==> src/lcs_pkg.sv <==
// package: constants, types and register map of the charge sequencer
`default_nettype none
package lcs_pkg;
  // clock and time base
  localparam int CLK_PERIOD_NS = 32'h0000_0064;
  localparam int MS_NS = 32'h000F_4240;
  localparam int MS_CYCLES_DEF = MS_NS / CLK_PERIOD_NS;
  // qualification times in ms
  localparam logic [3:0] EOC_FILTER_MS = 4'h5;
  localparam logic [3:0] RCH_FILTER_MS = 4'h4;
  // blink: serration period and slow phase
  localparam int SERR_PERIOD_NS = 32'h0000_4E20;
  localparam logic [7:0] SERR_CYCLES = 8'(SERR_PERIOD_NS / CLK_PERIOD_NS);
  localparam logic [7:0] SERR_HI_DUTY = 8'h96;
  localparam logic [7:0] SERR_LO_DUTY = 8'h32;
  localparam logic [8:0] BLINK_HALF_MS = 9'h14D;
  // register map, byte addresses
  localparam logic [7:0] REG_TIMEOUT = 8'h00;
  localparam logic [7:0] REG_STATUS = 8'h04;
  localparam logic [7:0] REG_COUNT = 8'h08;
  localparam logic [23:0] TIMEOUT_RESET = 24'h00_0E10;
  // status register field positions
  localparam int ST_STATE_LSB = 32'h0000_0000;
  localparam int ST_EOC_BIT = 32'h0000_0004;
  localparam int ST_TEMP_BIT = 32'h0000_0005;
  localparam int ST_RCH_BIT = 32'h0000_0006;
  localparam int ST_SHORT_BIT = 32'h0000_0007;
  // sequencer states
  typedef enum logic [2:0] {
    ST_OFF, ST_TRICKLE, ST_FAST, ST_DONE, ST_FAULT
  } lcs_state_type;
  // qualified comparator and strap inputs
  typedef struct packed {
    logic supply_lockout_ok;   // supply above lockout
    logic vin_above_bat;       // supply exceeds battery by margin
    logic vin_below_bat;       // supply under battery
    logic trickle_low;         // battery under trickle threshold
    logic recharge_low;        // battery under recharge threshold
    logic end_current_low;     // current under end threshold
    logic near_float;          // battery near float
    logic thermistor_hot;      // hot indication
    logic thermistor_cold;     // cold indication
    logic thermistor_off;      // thermistor input grounded
    logic short_bat;           // shorted battery detected
    logic enable_n;            // charger enable, active low
    logic timer_tied_end_current_threshold_in;     // timer strap: timer disabled
    logic timer_grounded;      // timer strap: current end
    logic timer_tick;          // charge timer tick
  } lcs_sense_type;
endpackage
`default_nettype wire

==> src/lcs_sequencer.sv <==
// charge cycle sequencer with wishbone register slave
//
// Decided for this implementation: the register offsets and register access over Wishbone.
`default_nettype none
module lcs_sequencer
  import lcs_pkg::*;
#(
  parameter int MS_CYCLES = MS_CYCLES_DEF // cycles per ms tick
) (
  input wire logic clk_i,                 // 10 MHz clock
  input wire logic rst_i,                 // sync reset, high
  input wire lcs_sense_type sense_i,      // comparator inputs
  input wire logic wb_cyc_i,              // bus cycle
  input wire logic wb_stb_i,              // bus strobe
  input wire logic wb_we_i,               // bus write
  input wire logic [7:0] wb_adr_i,        // byte address
  input wire logic [3:0] wb_sel_i,        // byte enables
  input wire logic [31:0] wb_dat_i,       // write data
  output logic [31:0] wb_dat_o,           // read data
  output logic wb_ack_o,                  // bus acknowledge
  output logic trickle_en_o,              // linear charger on
  output logic fast_en_o,                 // switching charger on
  output logic charge_status_strong_o,    // strong pull-down on
  output logic charge_status_weak_o,      // weak current sink on
  output logic fault_o,                   // battery fault high
  output logic divider_en_o               // sense divider connected
);

  // synchroniser stages
  logic [$bits(lcs_sense_type)-1:0] sync1;
  logic [$bits(lcs_sense_type)-1:0] sync2;
  // qualified inputs
  lcs_sense_type s;
  // delayed tick for edge detect
  logic tick_d;
  // one clock per charge timer tick
  logic timer_step;
  // ms prescaler
  logic [15:0] ms_cnt;
  // one clock per ms
  logic ms_tick;
  // sequencer state
  lcs_state_type state;
  // cycle is a recharge
  logic recharge;
  // charge timer count
  logic [23:0] chg_cnt;
  // full charge time, software set
  logic [23:0] timeout;
  // end of charge filter count
  logic [3:0] eoc_ms;
  // latched end of charge
  logic eoc;
  // recharge filter count
  logic [3:0] rch_ms;
  // recharge qualified
  logic rch_qual;
  // serration counter
  logic [7:0] serr_cnt;
  // slow blink phase counter
  logic [8:0] blink_ms;
  // slow blink phase
  logic blink_phase;
  // derived conditions
  // thermistor out of window with monitor on
  logic temp_fault;
  // power and enable allow a fresh cycle
  logic start_ok;
  // power and enable allow the cycle to go on
  logic keep_ok;
  // capacitor strap: charge timer counts
  logic timer_on;
  // a charger is selected
  logic charging;
  // time limit of this cycle
  logic [23:0] limit;
  // charge time used up
  logic expired;
  // low battery held beyond a quarter
  logic trickle_over;
  // serration pulse of the blink
  logic blink_on;
  // low supply or reverse supply
  logic sleep;
  // bus decode
  // request not yet answered
  logic bus_req;
  // write request
  logic bus_wr;
  // word aligned address
  logic [7:0] bus_adr;
  // read value before the output register
  logic [31:0] rdata;

  // two flip-flop synchroniser on every input
  always_ff @(posedge clk_i) begin
    if (rst_i) begin
      sync1 <= '0;
      sync2 <= '0;
    end else begin
      sync1 <= sense_i;
      sync2 <= sync1;
    end
  end

  // struct view of the second stage only
  assign s = lcs_sense_type'(sync2);

  // tick edge detector on the synchronised tick
  always_ff @(posedge clk_i) begin
    if (rst_i) begin
      tick_d <= 1'b0;
    end else begin
      tick_d <= s.timer_tick;
    end
  end

  assign timer_step = s.timer_tick & ~tick_d;

  // millisecond prescaler from the clock
  always_ff @(posedge clk_i) begin
    if (rst_i) begin
      ms_cnt <= '0;
    end else if (ms_tick) begin
      ms_cnt <= '0;
    end else begin
      ms_cnt <= ms_cnt + 16'h0001;
    end
  end

  assign ms_tick = (ms_cnt == 16'(MS_CYCLES - 1));

  // thermistor fault only with monitor enabled
  assign temp_fault = ~s.thermistor_off &
    (s.thermistor_hot | s.thermistor_cold);
  // start and keep conditions for a cycle
  assign start_ok = s.supply_lockout_ok & s.vin_above_bat &
    ~s.enable_n;
  assign keep_ok = s.supply_lockout_ok &
    ~s.vin_below_bat & ~s.enable_n;
  // only the capacitor strap runs the timer
  assign timer_on = ~s.timer_tied_end_current_threshold_in & ~s.timer_grounded;
  assign charging = (state == ST_TRICKLE) | (state == ST_FAST);
  // recharge gets half the programmed time
  assign limit = recharge ? (timeout >> 1) : timeout;
  assign expired = timer_on & (chg_cnt >= limit);
  assign trickle_over = timer_on & (chg_cnt > (timeout >> 2));
  assign sleep = ~s.supply_lockout_ok | s.vin_below_bat;

  // main charge cycle sequencer
  always_ff @(posedge clk_i) begin
    if (rst_i) begin
      state <= ST_OFF;
      recharge <= 1'b0;
    end else if (state == ST_OFF) begin
      // fresh cycle once power and enable allow
      if (start_ok) begin
        state <= s.trickle_low ? ST_TRICKLE : ST_FAST;
        recharge <= 1'b0;
      end
    end else if (!keep_ok) begin
      // lockout, reverse supply or disable
      state <= ST_OFF;
    end else begin
      case (state)
        ST_TRICKLE: begin
          // temperature hold keeps the state and stops the charge timer
          if (temp_fault) begin
            state <= ST_TRICKLE;
          end else if (trickle_over) begin
            state <= ST_FAULT;
          end else if (!s.trickle_low) begin
            state <= ST_FAST;
          end
        end
        ST_FAST: begin
          if (temp_fault) begin
            state <= ST_FAST;
          end else if (expired) begin
            state <= ST_DONE;
          end else if (s.timer_grounded && eoc) begin
            state <= ST_DONE;
          end
        end
        ST_DONE: begin
          // qualified sag starts a recharge cycle
          if (rch_qual) begin
            state <= s.trickle_low ? ST_TRICKLE : ST_FAST;
            recharge <= 1'b1;
          end
        end
        default: begin
          // fault holds until disable or power loss
          state <= state;
        end
      endcase
    end
  end

  // charge timer, frozen during hold, kept after the cycle ends
  always_ff @(posedge clk_i) begin
    if (rst_i) begin
      chg_cnt <= '0;
    end else if (state == ST_OFF) begin
      // idle: a fresh cycle starts from zero
      chg_cnt <= '0;
    end else if (state == ST_DONE && rch_qual) begin
      // a recharge cycle starts its own count
      chg_cnt <= '0;
    end else if (charging && timer_step && timer_on && !temp_fault) begin
      chg_cnt <= chg_cnt + 24'h00_0001;
    end
  end

  // end of charge filter, blanked until near float
  always_ff @(posedge clk_i) begin
    if (rst_i) begin
      eoc_ms <= '0;
    end else if (state != ST_FAST || temp_fault ||
                 !s.near_float || !s.end_current_low) begin
      eoc_ms <= '0;
    end else if (ms_tick && eoc_ms <= EOC_FILTER_MS) begin
      eoc_ms <= eoc_ms + 4'h1;
    end
  end

  // end of charge latch, cleared whenever neither trickle nor fast is the state
  always_ff @(posedge clk_i) begin
    if (rst_i) begin
      eoc <= 1'b0;
    end else if (!charging) begin
      eoc <= 1'b0;
    end else if (eoc_ms > EOC_FILTER_MS) begin
      eoc <= 1'b1;
    end
  end

  // recharge qualification, independent of timer strap
  always_ff @(posedge clk_i) begin
    if (rst_i) begin
      rch_ms <= '0;
    end else if (!s.recharge_low) begin
      rch_ms <= '0;
    end else if (ms_tick && rch_ms <= RCH_FILTER_MS) begin
      rch_ms <= rch_ms + 4'h1;
    end
  end

  // steady low beyond the filter time
  assign rch_qual = (rch_ms > RCH_FILTER_MS);

  // fast serration counter
  always_ff @(posedge clk_i) begin
    if (rst_i) begin
      serr_cnt <= '0;
    end else if (serr_cnt == SERR_CYCLES - 8'h01) begin
      serr_cnt <= '0;
    end else begin
      serr_cnt <= serr_cnt + 8'h01;
    end
  end

  // slow duty phase toggle
  always_ff @(posedge clk_i) begin
    if (rst_i) begin
      blink_ms <= '0;
      blink_phase <= 1'b0;
    end else if (ms_tick) begin
      if (blink_ms == BLINK_HALF_MS - 9'h001) begin
        blink_ms <= '0;
        blink_phase <= ~blink_phase;
      end else begin
        blink_ms <= blink_ms + 9'h001;
      end
    end
  end

  // high or low duty serration
  assign blink_on = serr_cnt < (blink_phase ? SERR_HI_DUTY : SERR_LO_DUTY);

  // charger enables, off in hold and lockout
  always_ff @(posedge clk_i) begin
    if (rst_i) begin
      trickle_en_o <= 1'b0;
      fast_en_o <= 1'b0;
    end else begin
      trickle_en_o <= (state == ST_TRICKLE) & ~temp_fault &
        keep_ok;
      fast_en_o <= (state == ST_FAST) & ~temp_fault &
        keep_ok;
    end
  end

  // charge status pin drive
  always_ff @(posedge clk_i) begin
    if (rst_i) begin
      charge_status_strong_o <= 1'b0;
      charge_status_weak_o <= 1'b0;
    end else if (!charging || !keep_ok) begin
      // done, fault, off: high impedance
      charge_status_strong_o <= 1'b0;
      charge_status_weak_o <= 1'b0;
    end else if (temp_fault && !s.end_current_low) begin
      // blink while current still high
      charge_status_strong_o <= blink_on;
      charge_status_weak_o <= 1'b0;
    end else begin
      // strong while charging, weak after end
      charge_status_strong_o <= ~eoc;
      charge_status_weak_o <= eoc;
    end
  end

  // fault pin and sense divider switch
  always_ff @(posedge clk_i) begin
    if (rst_i) begin
      fault_o <= 1'b0;
      divider_en_o <= 1'b0;
    end else begin
      fault_o <= s.short_bat | temp_fault |
        (state == ST_FAULT);
      divider_en_o <= ~sleep & ~s.enable_n;
    end
  end

  // bus request decode
  assign bus_req = wb_cyc_i & wb_stb_i & ~wb_ack_o;
  assign bus_wr = bus_req & wb_we_i;
  assign bus_adr = {wb_adr_i[7:2], 2'b00};

  // timeout register with byte lanes
  // lane 3 has no storage and reads as zero
  always_ff @(posedge clk_i) begin
    if (rst_i) begin
      timeout <= TIMEOUT_RESET;
    end else if (bus_wr && bus_adr == REG_TIMEOUT) begin
      for (int i = 0; i < 3; i++) begin
        if (wb_sel_i[i]) begin
          timeout[8*i +: 8] <= wb_dat_i[8*i +: 8];
        end
      end
    end
  end

  // read mux, unmapped reads as zero
  always_comb begin
    rdata = '0;
    if (bus_adr == REG_TIMEOUT) begin
      rdata[23:0] = timeout;
    end else if (bus_adr == REG_STATUS) begin
      rdata[ST_STATE_LSB +: 3] = state;
      rdata[ST_EOC_BIT] = eoc;
      rdata[ST_TEMP_BIT] = temp_fault;
      rdata[ST_RCH_BIT] = recharge;
      rdata[ST_SHORT_BIT] = s.short_bat;
    end else if (bus_adr == REG_COUNT) begin
      rdata[23:0] = chg_cnt;
    end
  end

  // acknowledge one clock after request
  // ack drops after one cycle even with the strobe held
  always_ff @(posedge clk_i) begin
    if (rst_i) begin
      wb_ack_o <= 1'b0;
      wb_dat_o <= '0;
    end else begin
      wb_ack_o <= bus_req;
      wb_dat_o <= bus_req ? rdata : '0;
    end
  end

endmodule
`default_nettype wire

==> config.mk <==
export PLATFORM = sky130hd
export DESIGN_NAME = lcs_sequencer
export DESIGN_NICKNAME = d
export VERILOG_FILES = /design/src/lcs_pkg.sv /design/src/lcs_sequencer.sv
export SDC_FILE = /design/constraint.sdc
export NUM_CORES = 1
export LEC_CHECK = 0
export BUFFER_PORTS_ARGS = -buffer_cell sky130_fd_sc_hd__buf_2
export CORE_MARGIN = 2
export CORE_UTILIZATION = 60
export CTS_BUF_LIST = sky130_fd_sc_hd__clkbuf_4 sky130_fd_sc_hd__clkbuf_8
export CTS_CLUSTER_SIZE = 8
export DETAILED_ROUTE_END_ITERATION = 12
export PLACE_DENSITY = 0.8
export SYNTH_ARGS = -nofsm -noshare
export SYNTH_HDL_FRONTEND = slang
export SYNTH_SLANG_ARGS = --single-unit
==> constraint.sdc <==
create_clock -name clk_i -period 4.05 [get_ports clk_i]
set_clock_uncertainty 0.2 [all_clocks]
set_input_delay 0.405 -clock clk_i [delete_from_list [all_inputs] [get_ports clk_i]]
set_output_delay 0.405 -clock clk_i [all_outputs]
set_load 0.01 [all_outputs]
After elaboration in Yosys (flattened, before gate mapping). Index checks and enable logic that the tools add are counted.

$add $sub $neg: 6. Magnitude comparators: 7. Equal/unequal tests: 15. Multiplexer cells: 27. Bitwise logic cells: 37. Reduce and logical (&&, ||, !) cells: 38.

Operators by type and width (number): 2-to-1 mux 24 bit (3); 2-to-1 mux 3 bit (11); adder 24 x 1 -> 24 bit (second input constant) (1); greater-or-equal comparator 24 bit (1); greater-than comparator 24 x 22 -> 1 bit (1); bitwise AND 1 bit (17); adder 16 x 1 -> 16 bit (second input constant) (1); equality test 16 x 14 -> 1 bit (second input constant) (1); 2-to-1 mux 16 bit (1); NOT 1 bit (15); OR reduction 2 bit (7); inequality test 6 bit (second input constant) (2); adder 9 x 1 -> 9 bit (second input constant) (1); equality test 9 bit (second input constant) (1); logical AND 1 bit (9); 2-to-1 mux 9 bit (1); one-hot mux 3 bit (3 select lines) (1); adder 4 x 1 -> 4 bit (second input constant) (2); adder 8 x 1 -> 8 bit (second input constant) (1); equality test 8 bit (second input constant) (1); greater-than comparator 4 x 3 -> 1 bit (second input constant) (2); less-or-equal comparator 4 x 3 -> 1 bit (second input constant) (2); zero test 8 bit (1); less-than comparator 8 bit (1); 22 further kinds (46).

Register bits: 165. Bits of input ports: 64. Logic and storage cells: 155.

Longest topological paths before layout.
Depth in word-level cells: 8. Gate-level depth with buffers: 11. Gate-level depth less buffers: 9.

Least setup slack after synthesis. Ideal clock, no wire load.

Path type: register to register. Start: register recharge. End: register state[2]. Arrival: 2.746 ns. Data required time: 3.735 ns. Slack: 0.988 ns. Stages on the path, launching flop included: 12. Path buffers: 2. Period minus slack after synthesis: 3.062 ns. Cells stage by stage: dfxtp_1 -> clkbuf_1 -> buf_1 -> mux2i_1 -> ha_1 -> a21o_1 -> a21o_1 -> a21o_1 -> a211o_1 -> a31oi_1 -> nor3_1 -> o21ba_2.

Longest elaborated chain between the ends: 8. Elaborated cells between the ends (all ways): 10. Classes of those cells: 1 x order compare; 1 x eq/ne; 6 x mux; 1 x bitwise; 1 x reduce/logical.

RTL lines: from (decl) (line lcs_sequencer.sv:45) `logic recharge;`; from (signal assigned) (line lcs_sequencer.sv:154) `recharge <= 1'b0;`; from (signal assigned) (line lcs_sequencer.sv:159) `recharge <= 1'b0;`; from (signal assigned) (line lcs_sequencer.sv:189) `recharge <= 1'b1;`; 2-to-1 mux 24 bit (*) (line lcs_sequencer.sv:145) `assign limit = recharge ? (timeout >> 1) : timeout;`; greater-or-equal comparator 24 bit (*) (line lcs_sequencer.sv:146) `assign expired = timer_on & (chg_cnt >= limit);`; bitwise AND 1 bit (*) (line lcs_sequencer.sv:146); 2-to-1 mux 3 bit (line lcs_sequencer.sv:179) `end else if (expired) begin`; 2-to-1 mux 3 bit (line lcs_sequencer.sv:177) `if (temp_fault) begin`; one-hot mux 3 bit (3 select lines) (line lcs_sequencer.sv:165) `case (state)`; 2-to-1 mux 3 bit (line lcs_sequencer.sv:161) `end else if (!keep_ok) begin`; 2-to-1 mux 3 bit (line lcs_sequencer.sv:155) `end else if (state == ST_OFF) begin`; to (signal assigned) (line lcs_sequencer.sv:158) `state <= s.trickle_low ? ST_TRICKLE : ST_FAST;`; to (signal assigned) (line lcs_sequencer.sv:188) `state <= s.trickle_low ? ST_TRICKLE : ST_FAST;`; to (signal assigned) (line lcs_sequencer.sv:194) `state <= state;`; to (decl) (line lcs_sequencer.sv:43) `lcs_state_type state;`.

Every way passes the cells marked *; elsewhere a longest branch is shown, timed or not. A chain may end at the register's enable or synchronous reset.

Final worst setup path. Same ends and word-level chain as after synthesis.

==> results.md <==
* Status: complete, no violations
* Worst hold path type: in2reg
* Share of layout cells above drive strength 1 at 14.2%
* Largest net degree at the start of global routing at 46
* Synth Area in Compound Gates at 7.81%
* Final setup violation count at 0
* Initial drt markers at 402
* Worst skew pair latency at 0.47 ns
* Period utilization at 75.6%
* F_max at 327 MHz
* Ys Warns at 0
* Mux cell area share after synthesis at 9.19%
* Main synth FF type: dfxtp_1
* CTS H-tree depth at 4
* Post-synth cell types at 61
* Data required, critical path at 4.22 ns
* N_diodes at 0
* Final hold vios at 0
* Die Wd at 117 um
* Relative slew slack at 25.1%
* I/O pin count at 103
* Antenna violations before repair at 0
* Dpl cells at 1066
* Static leakage at 0.00377 uW
* Antenna-violating nets left at 0
* Largest family of logic cells by synthesized area: simple AND/OR/NAND/NOR gates
* Simple-gate share of the synthesized area at 21.9%
* Maximum root-to-sink buffer count at 2
* Mean Syn Cell Area at 9.13 um^2
* # DRC at 0
* Crit path max fanout at 10
* Vias/cell at 5.35
* Most frequent cells in the layout: 157 x dfxtp_1, 140 x nor2_1, 83 x buf_2
* Fin nets at 1070
* Asr flop ratio synth at 0%
* Power per cell area at 353 mW/mm^2
* Max Cap Viol at 0
* CP endpoint kind: flip-flop
* First-pass GRT wire length at 27600 um
* P&R area growth vs syn at 16.5%
* Hpwl dp at 11400 um
* Drt wl/cell at 14.6 um
* Synth Area in XOR/XNOR at 6.08%
* Peak supply drop at 0.341 mV
* Number of global-route vias before repair at 5849
* Core footprint at 0.0125 mm^2
* GP Congestion at 0.880
* Cells after Synth at 837
* Commonest non-fill, non-tap cell in the layout: dfxtp_1
* Setup TNS at 0 ns
* Layout Cells excl Fill at 1132
* Initial core utilization at 61.0%
* Cts repair resizes at 0
* WS Path Type: reg2reg
* FF+latch count, synth at 157
* Mapped Area at 0.00764 mm^2
* Vias post-DR at 6060
* Height of the die at 117 um
* Worst Path Arrival at 3.23 ns
* Post-CTS setup buffers at 0
* Clk root buf: clkbuf_8
* Number of flops mapped to enable cells by yosys at 0
* Clock Pin Slew Worst Setup and Hold Paths at 0.09 ns
* Final min period at 3.06 ns
* Fill count at 966
* Die ar. at 0.0137 mm^2
* Final slew viol count at 0
* Clk sinks at 157
* Overall routing resource usage at 26.1%
* Rows at 41
* Total Wirelength at 16500 um
* IO Port Bufs at 83
* CTS tree: done
* DRT Pass-1 Iters at 5
* RSZ-0062 raised after global routing: no
* Post-Synth Adder-Cell Area at 9.66%
* GRT Residual Overflow at 0
* Slew @ Worst Pin at 1.12 ns
* Seq/Total Area, Yosys at 41.1%
* CTS Buf Count at 17
* CP startpoint kind: flip-flop
[stage by stage]
step                util [%]  power, uW  setup WS [ns]  cell area [um^2]  hold WS, ns
global route            71.1       3260          0.790              8900       0.0611
floorplan                  -       1870          0.988              7670        0.213
detailed placement      65.1       1930          0.974              8150        0.221
global placement        65.1       1930           1.04              8150        0.219
CTS                     71.1       3150          0.977              8900       0.0333
finish                  71.1       3140          0.990              8900       0.0517
[cells in the mapped netlist, drive strengths merged, types with 3 or more instances]
cell type / number / share of area [%]
clkbuf: 22 / 1.1
or3: 5 / 0.41
buf: 14 / 1.2
nand2: 41 / 2.0
nand3b: 5 / 0.49
a211o: 6 / 0.69
mux2i: 69 / 9.0
nand2b: 6 / 0.49
nor4b: 6 / 0.97
o21ai: 13 / 0.85
and2: 6 / 0.49
inv: 39 / 1.9
nor3: 12 / 1.0
o211ai: 5 / 0.49
nor2b: 35 / 2.9
a21oi: 34 / 2.2
xor2: 34 / 3.9
a21o: 6 / 0.59
nand3: 24 / 1.6
ha: 59 / 9.7
or2: 3 / 0.25
nand4: 22 / 1.9
nor4: 6 / 0.49
or4: 3 / 0.29
and3: 11 / 0.90
xnor2: 19 / 2.2
dfxtp: 157 / 41
nor2: 141 / 7.0
a211oi: 4 / 0.39
[layer usage]
metal / track usage [%] / vias to the layer above / part of all wire [%]
li1: - / 3082 / -
met1: 32.1 / 2814 / 45
met2: 44.4 / 139 / 48
met3: 6.64 / 25 / 4.5
met4: 9.57 / 0 / 2.1
met5: 0 / - / 0
[power breakdown]
group	switching [uW]	leakage, uW	internal (uW)	total, uW
sequential	45.7	0.00127	1570	1620
combinational	174	0.00228	139	313
clock	598	0.000216	612	1210
[cell families (layout without fill, tap and decap cells)]
logic type | Yosys count | count (layout)
compound gates | 90 | 90
xor+xnor | 53 | 53
fa+ha+maj | 59 | 59
buf+inv | 75 | 191
flops | 157 | 157
mux | 70 | 70
other cells | 1 | 8
simple gates | 332 | 332
[final cells by class]
type | count | area (um^2) | share of cell area, %
repair buffers | 120 | 778 | 8.75
well taps | 172 | 215 | 2.42
clock inverters | 11 | 130 | 1.46
clock buffers | 21 | 283 | 3.18
multi-input cells | 612 | 4200 | 47.2
flip-flops and latches | 157 | 3140 | 35.3
inverters | 39 | 146 | 1.65
[critical path: stages, from the launching register on]
cell	delay, ns
dfxtp_1	0.70
mux2_2	0.40
ha_1	0.26
nand2b_1	0.14
a2111o_1	0.40
o211ai_1	0.10
o211ai_1	0.16
a31oi_1	0.29
nor3_1	0.09
o21ba_2	0.20
[repair_timing]
action	in CTS	in global routing
hold buffers	34	0
setup endpoints to repair	0	0
endpoints found under the hold margin	34	0
[sequential cells by signal, summed over array words and instances, names as in the netlist, 3 cells and up]
signal	count
state	3
ms_cnt	16
s	15
sync1	15
wb_dat_o	24
serr_cnt	8
blink_ms	9
eoc_ms	4
rch_ms	4
timeout	24
chg_cnt	24
[path summary, 6_finish.rpt]
check / from / slack, ns / depth (start not counted) / to
max: recharge / 0.99 / 9 / state[2]
min: wb_dat_i[4] / 0.05 / 3 / timeout[4]
max reg2reg: recharge / 0.99 / 9 / state[2]
min reg2reg: sync1[4] / 0.23 / 1 / s[4]
No activity file was read; power rests on OpenSTA's default activity.
